`config.mk`:
```
export PLATFORM = sky130hd
export DESIGN_NAME = timer_pair_control_bits
export DESIGN_NICKNAME = d
export VERILOG_FILES = /design/src/tpc_pkg.sv /design/src/tpc_sync.sv /design/src/tpc_half_gate.sv /design/src/timer_pair_control_bits.sv
export SDC_FILE = /design/constraint.sdc
export NUM_CORES = 1
export LEC_CHECK = 0
export BUFFER_PORTS_ARGS = -buffer_cell sky130_fd_sc_hd__buf_4
export CAP_MARGIN = 20
export CORE_ASPECT_RATIO = 1.2
export CORE_MARGIN = 4
export CORE_UTILIZATION = 37
export CTS_BUF_LIST = sky130_fd_sc_hd__clkbuf_4 sky130_fd_sc_hd__clkbuf_8
export DETAILED_ROUTE_END_ITERATION = 7
export PLACE_DENSITY = 0.63
export SYNTH_ARGS = -nofsm -noshare
export SYNTH_HDL_FRONTEND = slang
export SYNTH_SLANG_ARGS = --single-unit
```
`constraint.sdc`:
```
create_clock -name mclk -period 3.2 [get_ports mclk]
set_input_delay 0.32 -clock mclk [delete_from_list [all_inputs] [get_ports mclk]]
set_output_delay 0.32 -clock mclk [all_outputs]
set_load 0.02 [all_outputs]
```
`src/tpc_pkg.sv`:
```
package tpc_pkg;

  // Register byte offsets on the Wishbone bus
  localparam logic [7:0] ADDR_CTRL = 8'h0c;
  localparam logic [7:0] ADDR_CFG = 8'h00;
  localparam logic [7:0] ADDR_AMODE = 8'h04;
  localparam logic [7:0] ADDR_BMODE = 8'h08;
  localparam logic [7:0] ADDR_STAT = 8'h10;
  localparam int ADDR_W = 8;

  // Control register field positions
  localparam int CTL_A_RUN = 0;
  localparam int CTL_A_FREEZE = 1;
  localparam int CTL_A_EDGE_LO = 2;
  localparam int CTL_RTC_EN = 4;
  localparam int CTL_A_PWM_INV = 6;
  localparam int CTL_B_RUN = 8;
  localparam int CTL_B_FREEZE = 9;
  localparam int CTL_W = 10;
  localparam logic [CTL_W-1:0] CTL_WMASK = 10'h35f;
  localparam logic [CTL_W-1:0] CTL_RESET = 10'h000;

  // Configuration and mode field widths
  localparam int CFG_W = 3;
  localparam int MODE_W = 4;
  localparam logic [CFG_W-1:0] CFG_RESET = 3'h0;
  localparam logic [MODE_W-1:0] MODE_RESET = 4'h0;
  localparam logic [CFG_W-1:0] CFG_FULL_WIDTH = 3'h0;
  localparam logic [CFG_W-1:0] CFG_RTC = 3'h1;
  localparam logic [1:0] MR_CAPTURE = 2'h3;
  localparam int MR_AMS = 3;

  // Edge select encodings
  typedef enum logic [1:0] {
    EDGE_RISE = 2'h0,
    EDGE_FALL = 2'h1,
    EDGE_RSVD = 2'h2,
    EDGE_BOTH = 2'h3
  } tpc_edge_t;

  // Software-visible control bits
  typedef struct packed {
    logic halfBDebugFreeze;
    logic halfBRun;
    logic halfAPwmInvert;
    logic rtcCountEnable;
    tpc_edge_t halfAEdgeSelect;
    logic halfADebugFreeze;
    logic halfARun;
  } tpc_ctrl_t;

  // Per-half steering delivered to the datapath
  typedef struct packed {
    logic countEn;
    logic captureEn;
    logic frozen;
  } tpc_half_t;

  // Wishbone request group
  typedef struct packed {
    logic cyc;
    logic stb;
    logic we;
    logic [3:0] sel;
    logic [ADDR_W-1:0] adr;
    logic [31:0] dat;
  } tpc_wbreq_t;

endpackage : tpc_pkg

```
`src/tpc_sync.sv`:
```
`timescale 1ns/1ns
// Two-stage synchroniser for an asynchronous level
module tpc_sync (
  // Clock and reset
  input wire logic mclk,
  input wire logic resetn,
  // Level in and out
  input wire logic din,
  output logic dout
);

  typedef struct packed {
    logic meta;
    logic sync;
  } tpc_sync_t;

  tpc_sync_t state_q;
  tpc_sync_t state_d;

  // Shift the level through two flops
  always_comb begin
    state_d = state_q;
    state_d.meta = din;
    state_d.sync = state_q.meta;
  end

  always_ff @(posedge mclk or negedge resetn) begin
    if (!resetn) begin
      state_q <= '0;
    end else begin
      state_q <= state_d;
    end
  end

  assign dout = state_q.sync;

endmodule : tpc_sync

```
`src/tpc_half_gate.sv`:
```
`timescale 1ns/1ns
// Decides count or capture for one timer half
module tpc_half_gate (
  // Control inputs
  input wire logic run,
  input wire logic freezeOnHalt,
  input wire logic debugHalt,
  input wire logic [tpc_pkg::CFG_W-1:0] cfg,
  input wire logic [tpc_pkg::MODE_W-1:0] mode,
  // Steering out
  output tpc_pkg::tpc_half_t steer
);

  logic isCapture;

  // Capture only in split mode with capture mode and not PWM
  always_comb begin
    isCapture = (cfg != tpc_pkg::CFG_FULL_WIDTH) && (cfg != tpc_pkg::CFG_RTC)
      && (mode[1:0] == tpc_pkg::MR_CAPTURE) && !mode[tpc_pkg::MR_AMS];
    steer.frozen = run && freezeOnHalt && debugHalt;
    steer.countEn = run && !isCapture && !steer.frozen;
    steer.captureEn = run && isCapture && !steer.frozen;
  end

endmodule : tpc_half_gate

```
`src/timer_pair_control_bits.sv`:
```
// Our own choices: the placing of the registers and the Wishbone interface to the registers.
`timescale 1ns/1ns
// Summary of operation
// - Half B freezes under debug halt when its freeze bit is set.
// - Half B run bit starts counting or capture per configuration; clear disables.
// - Half A PWM output is inverted when the invert bit is one.
// - RTC counting runs only while its enable bit is one.
// - Half A edge select: 0 rising, 1 falling, 3 both; 2 reserved.
// - Half A freezes under debug halt when its freeze bit is set.
// - Half A run bit starts counting or capture per configuration; clear disables.
// - Count versus capture follows configuration bits 2:0 and the half mode.
module timer_pair_control_bits (
  // Clock and reset
  input wire logic mclk,
  input wire logic resetn,
  // Wishbone slave
  input wire logic wbCyc,
  input wire logic wbStb,
  input wire logic wbWe,
  input wire logic [3:0] wbSel,
  input wire logic [tpc_pkg::ADDR_W-1:0] wbAdr,
  input wire logic [31:0] wbDatW,
  output logic [31:0] wbDatR,
  output logic wbAck,
  // Processor debug state (asynchronous)
  input wire logic debugHalt,
  // Raw PWM and capture input from the datapath
  input wire logic halfAPwmRaw,
  input wire logic halfACapIn,
  // Steering outputs
  output logic halfACountEn,
  output logic halfACaptureEn,
  output logic halfBCountEn,
  output logic halfBCaptureEn,
  output logic rtcCountEn,
  output logic halfAPwmOut,
  output logic halfACapEvent
);

  typedef struct packed {
    tpc_pkg::tpc_ctrl_t ctrl;
    logic [tpc_pkg::CFG_W-1:0] cfg;
    logic [tpc_pkg::MODE_W-1:0] modeA;
    logic [tpc_pkg::MODE_W-1:0] modeB;
    logic ack;
    logic [31:0] rdata;
    logic capPrev;
    tpc_pkg::tpc_half_t steerA;
    tpc_pkg::tpc_half_t steerB;
    logic rtcRun;
    logic pwmOut;
    logic capEvent;
  } tpc_state_t;

  tpc_state_t state_q;
  tpc_state_t state_d;
  tpc_pkg::tpc_wbreq_t req;
  tpc_pkg::tpc_half_t gateA;
  tpc_pkg::tpc_half_t gateB;
  logic haltSync;
  logic capSync;
  logic pwmSync;
  logic [tpc_pkg::CTL_W-1:0] ctlWord;
  logic [tpc_pkg::CTL_W-1:0] ctlNew;
  logic [31:0] ctlMerged;

  // Merge byte lanes of a write into an old word
  function automatic logic [31:0] laneMerge(input logic [31:0] old, input logic [31:0] wd,
                                            input logic [3:0] sel);
    logic [31:0] res;
    res = old;
    for (int i = 0; i < 4; i++) begin
      if (sel[i]) begin
        res[i*8 +: 8] = wd[i*8 +: 8];
      end
    end
    return res;
  endfunction : laneMerge

  // Edge detection per selected mode
  function automatic logic edgeHit(input tpc_pkg::tpc_edge_t sel, input logic prev,
                                   input logic cur);
    logic hit;
    case (sel)
      tpc_pkg::EDGE_RISE: hit = !prev && cur;
      tpc_pkg::EDGE_FALL: hit = prev && !cur;
      tpc_pkg::EDGE_BOTH: hit = prev ^ cur;
      default: hit = 1'b0;
    endcase
    return hit;
  endfunction : edgeHit

  // Synchronise asynchronous inputs
  tpc_sync u_haltSync (
    .mclk(mclk),
    .resetn(resetn),
    .din(debugHalt),
    .dout(haltSync)
  );

  tpc_sync u_capSync (
    .mclk(mclk),
    .resetn(resetn),
    .din(halfACapIn),
    .dout(capSync)
  );

  tpc_sync u_pwmSync (
    .mclk(mclk),
    .resetn(resetn),
    .din(halfAPwmRaw),
    .dout(pwmSync)
  );

  // Count or capture steering per half
  tpc_half_gate u_gateA (
    .run(state_q.ctrl.halfARun),
    .freezeOnHalt(state_q.ctrl.halfADebugFreeze),
    .debugHalt(haltSync),
    .cfg(state_q.cfg),
    .mode(state_q.modeA),
    .steer(gateA)
  );

  tpc_half_gate u_gateB (
    .run(state_q.ctrl.halfBRun),
    .freezeOnHalt(state_q.ctrl.halfBDebugFreeze),
    .debugHalt(haltSync),
    .cfg(state_q.cfg),
    .mode(state_q.modeB),
    .steer(gateB)
  );

  // Bundle the bus request
  always_comb begin
    req.cyc = wbCyc;
    req.stb = wbStb;
    req.we = wbWe;
    req.sel = wbSel;
    req.adr = wbAdr;
    req.dat = wbDatW;
  end

  // Control word view with reserved bits held at zero
  always_comb begin
    ctlWord = '0;
    ctlWord[tpc_pkg::CTL_A_RUN] = state_q.ctrl.halfARun;
    ctlWord[tpc_pkg::CTL_A_FREEZE] = state_q.ctrl.halfADebugFreeze;
    ctlWord[tpc_pkg::CTL_A_EDGE_LO +: 2] = state_q.ctrl.halfAEdgeSelect;
    ctlWord[tpc_pkg::CTL_RTC_EN] = state_q.ctrl.rtcCountEnable;
    ctlWord[tpc_pkg::CTL_A_PWM_INV] = state_q.ctrl.halfAPwmInvert;
    ctlWord[tpc_pkg::CTL_B_RUN] = state_q.ctrl.halfBRun;
    ctlWord[tpc_pkg::CTL_B_FREEZE] = state_q.ctrl.halfBDebugFreeze;
    // Merge first, then keep only the writable bits
    ctlMerged = laneMerge({22'h0, ctlWord}, req.dat, req.sel);
    ctlNew = ctlMerged[tpc_pkg::CTL_W-1:0] & tpc_pkg::CTL_WMASK;
  end

  // Next state: bus slave, register writes, output stage
  always_comb begin
    logic [31:0] tmp;
    logic access;
    tmp = '0;
    state_d = state_q;
    access = req.cyc && req.stb && !state_q.ack;
    state_d.ack = access;
    state_d.rdata = '0;
    if (access && req.we) begin
      case (req.adr)
        tpc_pkg::ADDR_CTRL: begin
          state_d.ctrl.halfARun = ctlNew[tpc_pkg::CTL_A_RUN];
          state_d.ctrl.halfADebugFreeze = ctlNew[tpc_pkg::CTL_A_FREEZE];
          state_d.ctrl.halfAEdgeSelect =
            tpc_pkg::tpc_edge_t'(ctlNew[tpc_pkg::CTL_A_EDGE_LO +: 2]);
          state_d.ctrl.rtcCountEnable = ctlNew[tpc_pkg::CTL_RTC_EN];
          state_d.ctrl.halfAPwmInvert = ctlNew[tpc_pkg::CTL_A_PWM_INV];
          state_d.ctrl.halfBRun = ctlNew[tpc_pkg::CTL_B_RUN];
          state_d.ctrl.halfBDebugFreeze = ctlNew[tpc_pkg::CTL_B_FREEZE];
        end
        tpc_pkg::ADDR_CFG: begin
          tmp = laneMerge({29'h0, state_q.cfg}, req.dat, req.sel);
          state_d.cfg = tmp[tpc_pkg::CFG_W-1:0];
        end
        tpc_pkg::ADDR_AMODE: begin
          tmp = laneMerge({28'h0, state_q.modeA}, req.dat, req.sel);
          state_d.modeA = tmp[tpc_pkg::MODE_W-1:0];
        end
        tpc_pkg::ADDR_BMODE: begin
          tmp = laneMerge({28'h0, state_q.modeB}, req.dat, req.sel);
          state_d.modeB = tmp[tpc_pkg::MODE_W-1:0];
        end
        default: begin
        end
      endcase
    end
    if (access && !req.we) begin
      case (req.adr)
        tpc_pkg::ADDR_CTRL: state_d.rdata = {22'h0, ctlWord};
        tpc_pkg::ADDR_CFG: state_d.rdata = {29'h0, state_q.cfg};
        tpc_pkg::ADDR_AMODE: state_d.rdata = {28'h0, state_q.modeA};
        tpc_pkg::ADDR_BMODE: state_d.rdata = {28'h0, state_q.modeB};
        tpc_pkg::ADDR_STAT: state_d.rdata = {24'h0, haltSync, state_q.rtcRun,
                                             state_q.steerB, state_q.steerA};
        default: state_d.rdata = '0;
      endcase
    end
    // Output stage
    state_d.steerA = gateA;
    state_d.steerB = gateB;
    state_d.rtcRun = state_q.ctrl.rtcCountEnable;
    state_d.pwmOut = pwmSync ^ state_q.ctrl.halfAPwmInvert;
    state_d.capPrev = capSync;
    state_d.capEvent = gateA.captureEn &&
      edgeHit(state_q.ctrl.halfAEdgeSelect, state_q.capPrev, capSync);
  end

  // State register; everything clears on reset
  always_ff @(posedge mclk or negedge resetn) begin
    if (!resetn) begin
      state_q <= '0;
    end else begin
      state_q <= state_d;
    end
  end

  // Outputs straight from flops
  assign wbAck = state_q.ack;
  assign wbDatR = state_q.rdata;
  assign halfACountEn = state_q.steerA.countEn;
  assign halfACaptureEn = state_q.steerA.captureEn;
  assign halfBCountEn = state_q.steerB.countEn;
  assign halfBCaptureEn = state_q.steerB.captureEn;
  assign rtcCountEn = state_q.rtcRun;
  assign halfAPwmOut = state_q.pwmOut;
  assign halfACapEvent = state_q.capEvent;

endmodule : timer_pair_control_bits

```
==> impl_summary.txt <==
----------------------------------------------------
[Power and ir drop]
  Switching component of the power ... 0.0002514 W
  Internal power summed over all cells ... 0.0007677 W
  Clock network power share ... 32.3%
  Switching share of total power ... 24.67%
  Sequential group share of total power ... 58.2%
  Logic gate share of total power ... 9.5%
  Power per cell area ... 400.6 nW/um^2
  Standby leakage power ... 1.273 nW
  Peak ir drop on the vdd network ... 0.0001577 V

[Drt]
  Post-detailed-route count of antenna-violating nets ... 0
  Wirelength per Cell ... 13.87 microns
  Number of design-rule violations left by the first detailed-router iteration ... 44
  Via count ... 1382
  First-pass iteration count of the detailed router ... 4
  DRC violations left ... 0
  Final WL ... 4077 microns
  Vias per Instance ... 4.701

[Timing]
  Final setup TNS ... 0 ns
  Transition time of the tightest slew-check pin ... 0.5642 ns
  Unrepaired setup endpoints after global routing ... no
  Achievable frequency ... 0.4889 GHz
  Shortest clock period the worst path allows after layout ... 2.045 ns
  Max-slew violations ... 0
  Portion of the clock cycle consumed by the worst path in the final layout ... 63.92%
  Final Hold Slack ... 0.01440 ns
  Setup Viol. Count Final ... 0
  Number of hold violations in the final report ... 0
  Worst relative slew slack ... 62.10%
  Clock Skews ... 0.004959 ns

[Worst setup path]
  Maximum fanout count along the critical path ... 6
  Worst Setup Start Kind ... register
  Path type of the worst setup path ... reg2reg
  Crit path required time ... 3.39 ns
  Data arrival time of the critical path ... 2.23 ns
  Endpoint kind of the worst setup timing path ... register

[Clocking]
  Resize count post-CTS ... 0
  Clock network latency to the later pin of the worst-skew pair ... 0.30 ns
  Number of buffers inserted during clock tree synthesis ... 5
  Clk sinks ... 46
  CTS Buffer Depth ... 2
  Number of buffers inserted by hold repair at cts ... 0
  H-tree depth reported by CTS ... 2
  Clock tree root buffer cell ... sky130_fd_sc_hd__clkbuf_8
  CTS tree ... yes
  Post-CTS Repair Setup Buffers ... 0
  Clock slew at the register clock pins of the worst setup and hold paths ... 0.08 ns

[Synth]
  Post-Syn Area per Cell ... 12.35 sq um
  Synth area leaders ... sky130_fd_sc_hd__dfrtp_1 (52%), sky130_fd_sc_hd__buf_4 (11%), sky130_fd_sc_hd__mux2_2 (10%), sky130_fd_sc_hd__nor4_4 (2.9%), sky130_fd_sc_hd__nand3b_1 (2.7%)
  Ys Warns ... 0
  Cell taking the most area after synthesis ... sky130_fd_sc_hd__dfrtp_1
  Cell count after synthesis ... 180
  Ys flop type ... sky130_fd_sc_hd__dfrtp_1
  Netlist Area Pre-Place ... 2222 sq um
  Fraction of post-synthesis cell area in the top cell type by area ... 51.80%
  Sequential area share after synthesis ... 51.80%
  Count of state elements after synthesis ... 46
  Number of enable flip-flop cells after synthesis ... 0
  Share of flip-flops with an asynchronous set or reset after synthesis ... 100.0%
  Distinct cells, synth ... 35

[Hold path]
  Type of the most critical hold path ... in2async

[GRT]
  Grt met1 use ... 14.99%
  Antenna violations before repair ... 0
  Maximum number of pins on one net before global-route repair ... 47
  Met2 track utilization from global routing ... 19.62%
  Met3 track demand over resource ... 3.307%
  Most Used Layer, Global Route ... met2
  Overall routing resource usage ... 12.09%
  GRT overflow ... 0
  Global-route wire length before repair ... 6831 microns
  Number of global-route vias before repair ... 1386

[Place]
  Estimated wirelength of the detail-placed design ... 3065 microns
  Port buffer count ... 43
  GPL Wtd Cong ... 0.7491

[Floorplanning]
  Site Rows ... 30
  Core area ... 5743 sq um
  Boundary pin count ... 92
  Overall die area ... 7315 sq um
  Die outline width ... 78.75 microns
  Initial Utilization ... 38.69%
  Chip height ... 92.90 microns

[Status]
  Status ... complete, no violations

[Cells and area]
  Layout-stage area growth over the synthesis result ... 14.47%
  Share of final-layout standard cells stronger than drive strength 1 ... 36.92%
  Flip-flop count of the largest register, all copies and words added ... 14
  Register with the most flip-flops ... state_q
  NumNets Final ... 268
  Antenna cells ... 0

[Run]
  Number of max-capacitance violations reported ... 0

----------------------------------------------------
==> worst paths after layout <==
check                                      startpoint                    end  slack (ns)  depth (start not counted)
worst max register to register                  wbAck             ctlWord[4]        1.15                          3
max in group asynchronous                      resetn            state_q[48]        2.80                          1
worst max-delay path                            wbAck             ctlWord[4]        1.15                          3
worst min-delay path                           resetn   u_capSync.state_d[0]        0.01                          1
worst min register to register  u_haltSync.state_d[0]        u_haltSync.dout        0.35                          0
min in group mclk                           debugHalt  u_haltSync.state_d[0]        0.12                          1
==> area by class of cell <==
cell class	count	area, sq um
clock buffer	5	68.82
timing repair buffer	43	322.8
tap	80	100.1
multi-input combinational	116	883.3
fill	550	3199
clock inverter	2	10.01
sequential	46	1151
inverter	2	7.507
==> layer usage <==
metal | up-vias | wire length [microns]
met1 | 664 | 1684
met5 | - | 0
met2 | 52 | 2021
met3 | 11 | 274
met4 | 0 | 97
li1 | 655 | -
==> critical path, stage by stage (launching register included) <==
cell	delay [ns]
sky130_fd_sc_hd__dfrtp_1	0.41
sky130_fd_sc_hd__or4_4	0.56
sky130_fd_sc_hd__nor4_4	0.56
sky130_fd_sc_hd__mux2_2	0.39
==> stage by stage <==
stage | std cells | cell area, sq um | util [%] | setup slack (ns) | power, W
2_1_floorplan | 201 | 2301 | - | 1.212 | 0.0006734
3_5_place_dp | 287 | 2465 | 42.92 | 1.056 | 0.0007022
6_report | 294 | 2544 | 44.29 | 1.155 | 0.001019
5_1_grt | 294 | 2544 | 44.29 | 1.065 | 0.001066
4_1_cts | 294 | 2544 | 44.29 | 1.122 | 0.001037
3_3_place_gp | 287 | 2465 | 42.92 | 1.047 | 0.0007005
==> cells in the mapped netlist, types with 3 or more instances <==
cell type / count
sky130_fd_sc_hd__nor3_1: 5
sky130_fd_sc_hd__nor2_1: 5
sky130_fd_sc_hd__a21oi_1: 3
sky130_fd_sc_hd__or4bb_1: 3
sky130_fd_sc_hd__and3_1: 5
sky130_fd_sc_hd__nor4_4: 3
sky130_fd_sc_hd__nand2_1: 9
sky130_fd_sc_hd__a22oi_1: 3
sky130_fd_sc_hd__mux2_2: 20
sky130_fd_sc_hd__buf_4: 32
sky130_fd_sc_hd__nand3b_1: 8
sky130_fd_sc_hd__clkbuf_1: 5
sky130_fd_sc_hd__a21o_1: 3
sky130_fd_sc_hd__dfrtp_1: 46
==> power by group through the flow <==
stage	Combinational, W	Sequential [W]	Clock [W]
after floorplan	0.0000676	0.000606	0
after global placement	0.0000959	0.000605	0
after detailed placement	0.0000973	0.000605	0
after CTS	0.0000973	0.000593	0.000346
after global routing	0.000108	0.000594	0.000364
final	0.0000969	0.000593	0.000329
==> cells in the final DEF, fill, tap and decap left out, types with 2 or more instances in the layout <==
cell and n:
sky130_fd_sc_hd__or4_4 2, sky130_fd_sc_hd__ha_1 2, sky130_fd_sc_hd__mux2_2 20, sky130_fd_sc_hd__nand4b_1 2, sky130_fd_sc_hd__nor3_1 5, sky130_fd_sc_hd__o21ai_0 2, sky130_fd_sc_hd__a32oi_1 2, sky130_fd_sc_hd__nor2_1 5
sky130_fd_sc_hd__nand3b_1 8, sky130_fd_sc_hd__a22oi_1 3, sky130_fd_sc_hd__mux2_4 2, sky130_fd_sc_hd__dfrtp_1 46, sky130_fd_sc_hd__clkbuf_8 5, sky130_fd_sc_hd__or4bb_1 3, sky130_fd_sc_hd__buf_4 43, sky130_fd_sc_hd__and4_1 2
sky130_fd_sc_hd__and3_1 5, sky130_fd_sc_hd__nor4_4 3, sky130_fd_sc_hd__conb_1 22, sky130_fd_sc_hd__a21oi_1 3, sky130_fd_sc_hd__inv_1 2, sky130_fd_sc_hd__a21o_1 3, sky130_fd_sc_hd__clkinv_2 2, sky130_fd_sc_hd__nand2_1 9
sky130_fd_sc_hd__mux2i_1 2
==> logic make-up (layout without fill, tap and decap cells) <==
logic type / count (synthesis) / count (layout) / share of synthesized area (%)
buffers and inverters: 39 / 52 / 11.99
AOI/OAI and AO/OA: 16 / 16 / 5.124
xor gates and xnor gates: 1 / 1 / 0.3942
adders and majority gates: 2 / 2 / 1.126
DFF: 46 / 46 / 51.80
and+or+nand+nor: 51 / 51 / 17.01
other: 1 / 22 / 0.1688
muxes: 24 / 24 / 12.39
Power figures use the tool's default switching activity.
